### config.mk
export PLATFORM = sky130hd
export DESIGN_NAME = dtc_top
export DESIGN_NICKNAME = d
export VERILOG_FILES = /design/src/design/dtc_pkg.sv /design/src/design/dtc_filter.sv /design/src/design/dtc_stepper.sv /design/src/design/dtc_top.sv
export SDC_FILE = /design/constraint.sdc
export NUM_CORES = 1
export LEC_CHECK = 0
export BUFFER_PORTS_ARGS = -buffer_cell sky130_fd_sc_hd__buf_2
export CORE_MARGIN = 2
export CORE_UTILIZATION = 60
export DETAILED_ROUTE_END_ITERATION = 12
export PLACE_DENSITY = 0.82
export SLEW_MARGIN = 20
export SYNTH_ARGS = -nofsm -noshare
export SYNTH_HDL_FRONTEND = slang
export SYNTH_SLANG_ARGS = --single-unit
### constraint.sdc
create_clock -name clk_sys -period 17.7 [get_ports clk_sys]
set_input_delay 0.885 -clock clk_sys [delete_from_list [all_inputs] [get_ports clk_sys]]
set_output_delay 0.885 -clock clk_sys [all_outputs]
set_load 0.05 [all_outputs]
### src/design/dtc_pkg.sv
/*
  dtc_pkg: shared constants and carrier types for the disk task
  command/status block.
  assumes: included before every design file of the block.
*/
// How it works
// - busy set on command, cleared at end
// - bits 6,5 mirror ready, fault; abort
// - bit 3 mirrors buffer transfer request
// - bit 2 flags corrected data field
// - bit 1 set while command executes
// - bit 0 flags unrecoverable error
// - drive bits frozen at end, released on read; seek bit held after abort
// - fault latched after 8 write clocks
// - status read drops host interrupt
// - command write while not active sets busy, active, clears irq
// - opcodes decode from upper bits
// - step-rate field picks step time
// - step pulse width slow/fast rate
// - odd rate 2 index, even 10 index
// - interrupt timing option
// - multi-sector and retry options
// - long mode extends 4 or 7 bytes
// - auto-scan disable skips scan and seeks
// - sync length fixed or programmable
// - gap and pad fill selection
// - check length and correction span
// - head-field split 2/3 or 1/4
// - busy hides bits; active returns status
`default_nettype none
package dtc_pkg;
  localparam logic [2:0] DTC_CMD_OFS   = 3'h7; // command/status
  localparam int         DTC_BSY_BIT   = 7;
  localparam int         DTC_RDY_BIT   = 6;
  localparam int         DTC_WF_BIT    = 5;
  localparam int         DTC_SC_BIT    = 4;
  localparam int         DTC_DRQ_BIT   = 3;
  localparam int         DTC_DWC_BIT   = 2;
  localparam int         DTC_CIP_BIT   = 1;
  localparam int         DTC_ERR_BIT   = 0;
  localparam int         DTC_FILT_WC   = 8;   // write clocks of fault
  localparam int         DTC_IDX_ODD   = 2;
  localparam int         DTC_IDX_EVEN  = 10;
  localparam int         DTC_SYNC_X2   = 29;  // 14.5 bytes, halves
  localparam logic [7:0] DTC_GAP_4E    = 8'h4E;
  localparam logic [7:0] DTC_GAP_33    = 8'h33;
  localparam logic [7:0] DTC_PAD_AA    = 8'hAA;
  localparam logic [7:0] DTC_FILL_00   = 8'h00;
  localparam logic [7:0] DTC_FILL_FF   = 8'hFF;
  localparam int         DTC_WC_KHZ    = 10000; // nominal write clock
  // step times in tenths of a microsecond, codes 0..15
  localparam int DTC_STEP_US10 [16] = '{172, 2500, 5000, 7500, 10000,
    13000, 15000, 18000, 20000, 23000, 25000, 28000, 30000, 33000, 16,
    80};
  localparam int DTC_PW_SLOW_NS = 4000;
  localparam int DTC_PW_FAST_NS = 800;

  typedef enum {DTC_OP_NONE, DTC_OP_RESTORE, DTC_OP_SEEK, DTC_OP_READ,
    DTC_OP_RDNEXT, DTC_OP_WRITE, DTC_OP_SCAN, DTC_OP_FORMAT,
    DTC_OP_CORR, DTC_OP_SETP, DTC_OP_AUXP} dtc_op_e;

  // decoded command with its option flags
  typedef struct packed {
    logic [3:0] step_rate_field;
    logic       irq_at_end;   // I
    logic       multi;        // M
    logic       no_retry;     // T
    logic       long_mode;    // L
    logic       no_autoscan;  // N
    logic       sync_prog;    // B
    logic       pad_aa;       // A
    logic       gap_alt;      // F
    logic       ecc7;         // E
    logic       span_wide;    // S
    logic       head4;        // H
    logic       nrz;          // Z
  } dtc_opt_s;

  // setup derived from options, to the data path
  typedef struct packed {
    logic [7:0] gap_fill;
    logic [7:0] pad_fill;
    logic [2:0] ext_bytes;
    logic [4:0] corr_span;
    logic [5:0] sync_len_x2;
    logic [1:0] drive_sel;
    logic [3:0] head_sel;
    logic       one_sector;
    logic       retries_on;
    logic       skip_scan;
    logic       check_off;
  } dtc_setup_s;
endpackage
`default_nettype wire

### src/design/dtc_filter.sv
/*
  dtc_filter: counts consecutive enabled samples of a condition and
  reports it once it has held for a fixed number.
  assumes: cond already synchronous to clk_sys.
*/
`default_nettype none
module dtc_filter
  import dtc_pkg::*;
#(
  parameter int LEN = DTC_FILT_WC
) (
  // clock and reset
  input  wire logic clk_sys,
  input  wire logic rst_n,
  // sample
  input  wire logic tick,
  input  wire logic cond,
  // result
  output logic      held
);
  logic [4:0] cnt;       // run length
  logic [4:0] next_cnt;

  // restart on any break in the condition
  always_comb begin
    next_cnt = cnt;
    if (!cond) begin
      next_cnt = 5'h0;
    end else if (tick && cnt < 5'(LEN)) begin
      next_cnt = cnt + 5'h1;
    end
  end

  always_ff @(posedge clk_sys or negedge rst_n) begin
    if (!rst_n) begin
      cnt <= 5'h0;
    end else begin
      cnt <= next_cnt;
    end
  end

  assign held = (cnt >= 5'(LEN));
endmodule
`default_nettype wire

### src/design/dtc_stepper.sv
/*
  dtc_stepper: step timer. Gives a step pulse of slow or fast width
  and spaces steps by the selected step time, counted in write-clock
  ticks.
  assumes: wc_tick is one cycle per write clock period.
*/
`default_nettype none
module dtc_stepper
  import dtc_pkg::*;
#(
  parameter int WC_KHZ = DTC_WC_KHZ
) (
  // clock and reset
  input  wire logic       clk_sys,
  input  wire logic       rst_n,
  // control
  input  wire logic       wc_tick,
  input  wire logic       start,
  input  wire logic [3:0] step_rate_field,
  // outputs
  output logic            step_pulse,
  output logic            step_busy
);
  localparam int PW_SLOW = DTC_PW_SLOW_NS * WC_KHZ / 1000000;
  localparam int PW_FAST = (DTC_PW_FAST_NS * WC_KHZ + 999999) / 1000000;
  logic [19:0] per_cnt, next_per_cnt;   // step period left
  logic [7:0]  pw_cnt, next_pw_cnt;     // pulse left
  logic [19:0] period;
  logic        fast;

  always_comb begin
    period = 20'(DTC_STEP_US10[step_rate_field] * (WC_KHZ / 1000) / 10);
    if (period == 20'h0) begin
      period = 20'h1;
    end
  end
  // fast codes get the narrow pulse
  assign fast = (step_rate_field == 4'h0) || (step_rate_field >= 4'hE);

  always_comb begin
    next_per_cnt = per_cnt;
    next_pw_cnt  = pw_cnt;
    if (start && per_cnt == 20'h0) begin
      next_per_cnt = period;
      next_pw_cnt  = fast ? 8'(PW_FAST) : 8'(PW_SLOW);
    end else if (wc_tick) begin
      if (per_cnt != 20'h0) next_per_cnt = per_cnt - 20'h1;
      if (pw_cnt != 8'h0)   next_pw_cnt  = pw_cnt - 8'h1;
    end
  end

  always_ff @(posedge clk_sys or negedge rst_n) begin
    if (!rst_n) begin
      per_cnt    <= 20'h0;
      pw_cnt     <= 8'h0;
      step_pulse <= 1'b0;
    end else begin
      per_cnt    <= next_per_cnt;
      pw_cnt     <= next_pw_cnt;
      step_pulse <= (next_pw_cnt != 8'h0);
    end
  end
  assign step_busy = (per_cnt != 20'h0);
endmodule
`default_nettype wire

### src/design/dtc_top.sv
/*
  dtc_top: host command and status logic. Takes command writes,
  decodes opcode and options, keeps status bits, drives the host
  interrupt and the step timer.
  assumes: host strobes are synchronous one-cycle pulses; drive pins
  and the write clock are asynchronous and synchronised here.
*/
`default_nettype none
module dtc_top
  import dtc_pkg::*;
#(
  parameter int WC_KHZ = DTC_WC_KHZ
) (
  // clock and reset
  input  wire logic       clk_sys,
  input  wire logic       rst_n,
  // host register port
  input  wire logic [2:0] reg_addr,
  input  wire logic       reg_wr,
  input  wire logic       reg_rd,
  input  wire logic [7:0] reg_wdata,
  input  wire logic [7:0] other_rdata,
  output logic      [7:0] reg_rdata,
  output logic            host_interrupt,
  // drive and buffer pins
  input  wire logic       drive_ready_input,
  input  wire logic       write_fault_input,
  input  wire logic       seek_done_input,
  input  wire logic       buffer_transfer_request,
  input  wire logic       write_clock_input,
  input  wire logic       index_pulse,
  // command engine
  input  wire logic       cmd_done,
  input  wire logic       sector_ready,
  input  wire logic       buffer_read_done,
  input  wire logic       corrected,
  input  wire logic       hard_error,
  input  wire logic       step_req,
  input  wire logic       rll_mode,
  input  wire logic [5:0] sync_reg,
  input  wire logic [7:0] drive_head_register,
  output logic            cmd_start,
  output logic            cmd_abort,
  output dtc_op_e         cmd_op,
  output dtc_opt_s        cmd_opt,
  output dtc_setup_s      setup,
  output logic            seek_level_sense,
  output logic            step_pulse
);
  // two-flop synchronisers: ready, fault, seek, drq, wc, index
  logic [5:0] s1, s2, s3;
  always_ff @(posedge clk_sys or negedge rst_n) begin
    if (!rst_n) begin
      s1 <= 6'h0;
      s2 <= 6'h0;
      s3 <= 6'h0;
    end else begin
      s1 <= {index_pulse, write_clock_input, buffer_transfer_request,
             seek_done_input, write_fault_input, drive_ready_input};
      s2 <= s1;
      s3 <= s2;
    end
  end
  logic rdy, wf, sc, transfer_request_flag, wc_tick, idx_rise;
  assign rdy      = s2[0];
  assign wf       = s2[1];
  assign sc       = s2[2];
  assign transfer_request_flag      = s2[3];
  assign wc_tick  = s2[4] & ~s3[4];   // write clock rising edge
  assign idx_rise = s2[5] & ~s3[5];

  logic nr_held, wf_held;
  dtc_filter #(.LEN(DTC_FILT_WC)) u_nr (
    .clk_sys(clk_sys), .rst_n(rst_n), .tick(wc_tick), .cond(!rdy),
    .held(nr_held));
  dtc_filter #(.LEN(DTC_FILT_WC)) u_wf (
    .clk_sys(clk_sys), .rst_n(rst_n), .tick(wc_tick), .cond(wf),
    .held(wf_held));

  // decode of a written command
  logic cmd_wr, st_rd, oth_rd;
  assign cmd_wr = reg_wr && reg_addr == DTC_CMD_OFS;
  assign st_rd  = reg_rd && reg_addr == DTC_CMD_OFS;
  assign oth_rd = reg_rd && reg_addr != DTC_CMD_OFS;
  dtc_op_e  dec_op;
  dtc_opt_s dec_opt;
  logic [7:0] c;
  assign c = reg_wdata;
  always_comb begin
    dec_op = DTC_OP_NONE;
    if (c[7:4] == 4'b0001) dec_op = DTC_OP_RESTORE;
    else if (c[7:4] == 4'b0111) dec_op = DTC_OP_SEEK;
    else if (c[6:3] == 4'b0101) dec_op = DTC_OP_READ;
    else if (c[6:3] == 4'b1101) dec_op = DTC_OP_RDNEXT;
    else if (c[6:3] == 4'b0110) dec_op = DTC_OP_WRITE;
    else if (c[7:3] == 5'b01000) dec_op = DTC_OP_SCAN;
    else if (c[6:3] == 4'b1010) dec_op = DTC_OP_FORMAT;
    else if (c[7:3] == 5'b00001) dec_op = DTC_OP_CORR;
    else if (c[7:3] == 5'b10001) dec_op = DTC_OP_AUXP;
    else if (c[6:3] == 4'b0000) dec_op = DTC_OP_SETP;
  end
  // option bits; step rate survives non-step commands
  always_comb begin
    dec_opt = cmd_opt;
    dec_opt.no_autoscan = c[7];
    dec_opt.multi     = c[2];
    dec_opt.long_mode = c[1];
    dec_opt.no_retry  = c[0];
    dec_opt.irq_at_end = c[3];
    if (dec_op == DTC_OP_RESTORE || dec_op == DTC_OP_SEEK) begin
      dec_opt.step_rate_field = c[3:0];
    end
    if (dec_op == DTC_OP_FORMAT) begin
      dec_opt.pad_aa  = c[2];
      dec_opt.sync_prog = c[1];
      dec_opt.gap_alt = c[0];
    end
    if (dec_op == DTC_OP_SETP) begin
      dec_opt.nrz       = c[7];
      dec_opt.ecc7      = c[2];
      dec_opt.head4     = c[1];
      dec_opt.span_wide = c[0];
    end
    if (dec_op == DTC_OP_RDNEXT) begin
      dec_opt.multi    = 1'b0;
      dec_opt.no_retry = 1'b1;
    end
  end

  // status and command state
  logic busy, next_busy, active, next_active, irq, next_irq;
  logic data_corrected_flag, next_dwc, err, next_err, frozen, next_frozen;
  logic aborted, next_aborted;
  logic [2:0] frz, next_frz;       // held ready, fault, seek
  logic abort_now, drq_rise, drq_d;
  assign abort_now = active && (nr_held || wf_held);
  assign drq_rise  = transfer_request_flag && !drq_d;

  always_comb begin
    next_busy = busy;
    next_active = active;
    next_irq = irq;
    next_dwc = data_corrected_flag;
    next_err = err;
    next_frozen = frozen;
    next_frz = frz;
    next_aborted = aborted;
    if (st_rd) next_frozen = 1'b0;
    if (st_rd) next_irq = 1'b0;
    if (active && sector_ready && cmd_op == DTC_OP_READ) next_busy = 1'b0;
    if (active && drq_rise && !cmd_opt.irq_at_end) next_irq = 1'b1;
    if (corrected) next_dwc = 1'b1;
    if (hard_error) next_err = 1'b1;
    // abort on lost ready or fault
    if (abort_now || (active && cmd_done)) begin
      next_busy = 1'b0;
      next_active = 1'b0;
      next_irq = 1'b1;
      next_frozen = 1'b1;
      next_frz = {!nr_held && rdy, wf_held || wf, sc};
      if (abort_now) begin
        next_err = 1'b1;
        next_aborted = 1'b1;
      end
    end
    // end-time irq only if buffer read comes with done
    if (active && cmd_done && cmd_opt.irq_at_end && !buffer_read_done) begin
      next_irq = irq;
    end
    if (cmd_wr && !active) begin
      next_busy = 1'b1;
      next_active = 1'b1;
      next_irq = 1'b0;
      next_dwc = corrected;  // a same-cycle event still sets
      next_err = hard_error;
      next_frozen = 1'b0;
      next_aborted = 1'b0;
    end
  end

  always_ff @(posedge clk_sys or negedge rst_n) begin
    if (!rst_n) begin
      busy <= 1'b0;
      active <= 1'b0;
      irq <= 1'b0;
      data_corrected_flag <= 1'b0;
      err <= 1'b0;
      frozen <= 1'b0;
      frz <= 3'h0;
      aborted <= 1'b0;
      drq_d <= 1'b0;
    end else begin
      busy <= next_busy;
      active <= next_active;
      irq <= next_irq;
      data_corrected_flag <= next_dwc;
      err <= next_err;
      frozen <= next_frozen;
      frz <= next_frz;
      aborted <= next_aborted;
      drq_d <= transfer_request_flag;
    end
  end

  // status byte
  logic [7:0] stat;
  always_comb begin
    stat = 8'h00;
    stat[DTC_BSY_BIT] = busy;
    stat[DTC_RDY_BIT] = frozen ? frz[2] : rdy;
    stat[DTC_WF_BIT]  = frozen ? frz[1] : wf;
    stat[DTC_SC_BIT]  = (frozen || aborted) ? frz[0] : sc;
    stat[DTC_DRQ_BIT] = transfer_request_flag;
    stat[DTC_DWC_BIT] = data_corrected_flag;
    stat[DTC_CIP_BIT] = active;
    stat[DTC_ERR_BIT] = err;
    if (busy) stat = 8'h80;
  end

  logic [3:0] idx_cnt, next_idx_cnt;
  logic       lvl, next_lvl, sc_d;
  always_comb begin
    next_idx_cnt = idx_cnt;
    next_lvl = lvl;
    if (step_pulse || (sc && !sc_d)) begin
      next_idx_cnt = 4'h0;
      next_lvl = 1'b0;
    end else if (idx_rise && !lvl) begin
      next_idx_cnt = idx_cnt + 4'h1;
      if (next_idx_cnt == (cmd_opt.step_rate_field[0] ?
          4'(DTC_IDX_ODD) : 4'(DTC_IDX_EVEN))) next_lvl = 1'b1;
    end
  end
  always_ff @(posedge clk_sys or negedge rst_n) begin
    if (!rst_n) begin
      idx_cnt <= 4'h0;
      lvl <= 1'b0;
      sc_d <= 1'b0;
    end else begin
      idx_cnt <= next_idx_cnt;
      lvl <= next_lvl;
      sc_d <= sc;
    end
  end

  logic stp;
  dtc_stepper #(.WC_KHZ(WC_KHZ)) u_step (
    .clk_sys(clk_sys), .rst_n(rst_n), .wc_tick(wc_tick),
    .start(step_req && active),
    .step_rate_field(cmd_opt.step_rate_field),
    .step_pulse(stp), .step_busy());

  // derived setup
  dtc_setup_s nsetup;
  always_comb begin
    nsetup.pad_fill = (cmd_opt.gap_alt && cmd_opt.sync_prog) ? DTC_FILL_00
                    : cmd_opt.pad_aa ? DTC_PAD_AA
                    : (rll_mode ? DTC_GAP_33 : DTC_FILL_00);
    nsetup.gap_fill = (cmd_opt.gap_alt && cmd_opt.sync_prog) ? DTC_FILL_00
                    : cmd_opt.pad_aa ? DTC_PAD_AA
                    : (rll_mode ? DTC_GAP_33 : DTC_GAP_4E);
    nsetup.ext_bytes = (cmd_opt.ecc7 || rll_mode) ? 3'h7 : 3'h4;
    nsetup.corr_span = (cmd_opt.ecc7 || rll_mode)
      ? (cmd_opt.span_wide ? 5'd22 : 5'd11)
      : (cmd_opt.span_wide ? 5'd11 : 5'd5);
    nsetup.sync_len_x2 = cmd_opt.sync_prog ? {sync_reg[4:0], 1'b0}
                                           : 6'(DTC_SYNC_X2);
    nsetup.drive_sel = cmd_opt.head4 ? {1'b0, drive_head_register[4]}
                                     : drive_head_register[4:3];
    nsetup.head_sel  = cmd_opt.head4 ? drive_head_register[3:0]
                                     : {1'b0, drive_head_register[2:0]};
    nsetup.one_sector = !cmd_opt.multi;
    nsetup.retries_on = !cmd_opt.no_retry;
    nsetup.skip_scan  = cmd_opt.no_autoscan;
    nsetup.check_off  = cmd_opt.long_mode;
  end

  // registered outputs
  always_ff @(posedge clk_sys or negedge rst_n) begin
    if (!rst_n) begin
      reg_rdata <= 8'h00;
      host_interrupt <= 1'b0;
      cmd_start <= 1'b0;
      cmd_abort <= 1'b0;
      cmd_op <= DTC_OP_NONE;
      cmd_opt <= '0;
      setup <= '0;
      seek_level_sense <= 1'b0;
      step_pulse <= 1'b0;
    end else begin
      reg_rdata <= (st_rd || (oth_rd && active)) ? stat
                 : (oth_rd ? other_rdata : reg_rdata);
      host_interrupt <= next_irq;
      cmd_start <= cmd_wr && !active;
      cmd_abort <= abort_now;
      if (cmd_wr && !active) begin
        cmd_op <= dec_op;
        cmd_opt <= dec_opt;
      end
      setup <= nsetup;
      seek_level_sense <= next_lvl;
      step_pulse <= stp;
    end
  end

  // assertions
  AST_CMD_SETS: assert property (@(posedge clk_sys) disable iff (!rst_n)
    (cmd_wr && !active) |=> (busy && active && !host_interrupt))
    else $error("command write did not start");
  AST_RD_CLR: assert property (@(posedge clk_sys) disable iff (!rst_n)
    (st_rd && !(active && (cmd_done || abort_now || drq_rise))) |=>
    !host_interrupt)
    else $error("status read left interrupt");
  AST_ABORT: assert property (@(posedge clk_sys) disable iff (!rst_n)
    (abort_now && !cmd_wr) |=> (!active && err))
    else $error("abort not taken");
  AST_FILT: assert property (@(posedge clk_sys) disable iff (!rst_n)
    (active && rdy && !wf) |=> !cmd_abort)
    else $error("abort without condition");
  AST_BUSY_HIDE: assert property (@(posedge clk_sys) disable iff (!rst_n)
    (st_rd && busy) |=> (reg_rdata == 8'h80))
    else $error("busy status not masked");
  AST_CIP: assert property (@(posedge clk_sys) disable iff (!rst_n)
    (st_rd && !busy) |=> reg_rdata[DTC_CIP_BIT] == $past(active))
    else $error("active bit wrong");
  AST_DRQ: assert property (@(posedge clk_sys) disable iff (!rst_n)
    (st_rd && !busy) |=> reg_rdata[DTC_DRQ_BIT] == $past(transfer_request_flag))
    else $error("request bit not mirrored");
  AST_ERR: assert property (@(posedge clk_sys) disable iff (!rst_n)
    hard_error |=> err)
    else $error("error bit not set");
endmodule
`default_nettype wire

==> out/metrics.cfg <==
[floorplanning]
die_area_sq_um=20600
io_pins=151
start_util=0.606
die_y_um=143
rows=51
core_sq_um=19300
die_w_um=143

[synth]
yosysTopAreaCell=dfrtp_1
seq_area_frac_synth=0.279
async_flop_share=1.00
synth_cell_types=111
synth_edf_count=0
post_synth.cell_area_avg_sq_um=8.20
syn_inst=1423
syn_area_sq_um=11700
synth-seq-cells=130
yosys-top-cells-area=dfrtp_1, ha_1, a21oi_1
synth.top_cell.area_share=0.279
synth_ff_type=dfrtp_1
ys_warn_count=0

[global_route]
grt_max_degree=72
use_met2=0.504
use_met3=0.0377
first_global_vias=10500
grtUsageTotal=0.294
antenna_found_initial=0
grtUsageMet1=0.388
grt_overflow=0
grt_pass1_wl_um=50100
busiest_layer=met2

[cts]
cts-hold-fix-buffers=0
cts.sinks=130
root_buffer=clkbuf_16
clk_path_buf_depth=2
cts_tree=yes
clkLatencyLatePin_ns=0.42
path_clk_slew_ns=0.06
cts_buffers=17
post-cts-setup-buffers=0
cts_resized=0
htree_levels=4

[sta]
grt_setup_unrepaired=no
worst_pin_slew_ns=1.04
drv_slew=0
final.setup_skew_ns=0.0132
setup_tns_ns=0
fin_crit_ns=15.76
fmaxAchievable_mhz=63.5
hold_viol=0
setup_viol_count_final=0
period_share=0.890
slew-limit-headroom=0.295

[cells_and_area]
num-nets-final=1583
postLayoutCellArea_sq_um=12700
syn2layout_area_growth_pct=9.18
post_route_cells_drive_above_1_share=0.158
num_antenna_cells=0

[worst_setup_path]
rr_startpoint=cmd_opt[12]
crit_top_cell=ha_1
worstSetupEndpoint=u_step.per_cnt[1]
crit_path_top_delay_cell=or4_1
required_ns=18.04
cp_slowest_stage_delay_ns=0.81
crit_arrival_ns=16.09
cp-end-kind=flip-flop
timing.rr.end=u_step.per_cnt[1]
r2r.worst_path.cells=43
crit_start=cmd_opt[12]
crit_fanout=15
reg2reg_slack_ns=1.94
critPathLaunchType=flip-flop
crit_type=reg -> reg

[status]
outcome=finished clean

[job]
maxCapViolations=0

[detailed_routing]
drc_errors=0
ant_nets=0
routed_wl_um=31000
vias_per_cell=6.46
wl_per_cell_um=17.6
via_count=11400
drt-pass1-iter-count=6
drt-initial-drc-count=1259

[min_path]
hold_path_class=reg -> reg

[placement]
place_hpwl_um=22200
port_buffers=116
place.gp.congestion=0.907
place_area_sq_um=12100

[kinds of logic after synthesis]
group / after synthesis / synth area share
other: 2 / 0.000644
XOR/XNOR: 64 / 0.0515
AND/OR/NAND/NOR: 508 / 0.222
flip-flops: 130 / 0.279
AO/OA/AOI/OAI: 470 / 0.284
adder cells (fa/ha/maj): 51 / 0.0550
buffers and inverters: 159 / 0.0705
multiplexers: 39 / 0.0371
[per-stage QoR]
| step | worst slack, ns | std cells | hold slack [ns] | utilization |
|---|---|---|---|---|
| 2_1_floorplan | 4.49 | 1452 | 0.331 | - |
| 3_3_place_gp | 2.72 | 1730 | 0.332 | 0.629 |
| 3_5_place_dp | 2.33 | 1730 | 0.340 | 0.629 |
| 4_1_cts | 2.27 | 1762 | 0.356 | 0.661 |
| 5_1_grt | 0.909 | 1762 | 0.359 | 0.661 |
| 6_report | 1.94 | 1762 | 0.353 | 0.661 |
[synth_stat cells, types with 17 or more instances]
master and count:
nor4_1 17, o211ai_1 24, clkbuf_1 46, ha_1 48, xnor2_1 38, o21ai_0 75, xor2_1 23, buf_4 47
and2_1 21, dfrtp_1 130, a21o_1 23, nor3_1 54, a211oi_1 24, a21oi_1 105, inv_1 42, nor2_1 122
nand2_1 121, mux2i_1 20, a31oi_1 24, nand3_1 46
[cell usage in the layout (no fill, tap or decap), types with 8 or more instances in the layout]
master     instances
nand3_1           46
a211o_1           11
o22ai_1            8
nand2b_1          13
ha_1              48
o21a_1            11
or3_1             14
nor3_1            54
clkbuf_16         17
nand4_1           16
xor2_1            23
nor2_1           122
nor4_1            16
o21ai_0           75
nor2b_1           11
buf_2            115
a31oi_1           24
or2_2             13
a211oi_1          24
and3_1            13
a21o_1            23
mux2i_1           20
and2_1            21
xnor2_1           38
dfrtp_1          130
conb_1            31
o21ai_1           13
a21oi_1          105
o31ai_1           10
buf_4             10
mux2_2            16
o211a_1            8
o211ai_1          24
nand2_1          121
inv_1             42
[worst max-delay path, delay by kind of cell (launching register included)]
kind / cells / cell delay [ns]
AO/OA/AOI/OAI: 25 / 7.97
XOR/XNOR: 1 / 0.21
adder cells (fa/ha/maj): 5 / 1.86
buffers and inverters: 2 / 0.63
flip-flops: 1 / 0.65
AND/OR/NAND/NOR: 10 / 4.34
[flip-flops by register name, indices dropped and copies added (netlist names), 5 cells and up]
register and flops:
reg_rdata 8, s2 6, setup 29, u_step.per_cnt 20
u_step.pw_cnt 8, u_nr.cnt 5, s1 6, cmd_opt 16
u_wf.cnt 5
[worst min-delay path by stage]
| stage | startpoint | to | slack (ns) | cells past startpoint |
|---|---|---|---|---|
| after floorplan | s1[0] | s2[0] | 0.33 | 0 |
| after global placement | s1[5] | s2[5] | 0.33 | 0 |
| after detailed placement | s1[0] | s2[0] | 0.34 | 0 |
| after CTS | s1[4] | s2[4] | 0.36 | 0 |
| after global routing | s1[4] | s2[4] | 0.36 | 0 |
| final | s1[5] | s2[5] | 0.35 | 0 |
[layer usage]
metal / up-vias / wire length [um]
met1: 5442 / 13500
met3: 64 / 1940
met4: 0 / 629
met2: 495 / 15000
met5: - / 0
li1: 5384 / -
[cell type report]
class | count | area [sq um]
multi-input combinational | 1163 | 7710
tap | 265 | 332
clock buffer | 17 | 425
timing repair buffer | 126 | 662
clock inverter | 15 | 188
inverter | 46 | 173
sequential | 130 | 3250
fill | 1572 | 6530
Power is not shown: default switching activity piles up to over one toggle a cycle in this logic, so the estimate is an artifact.
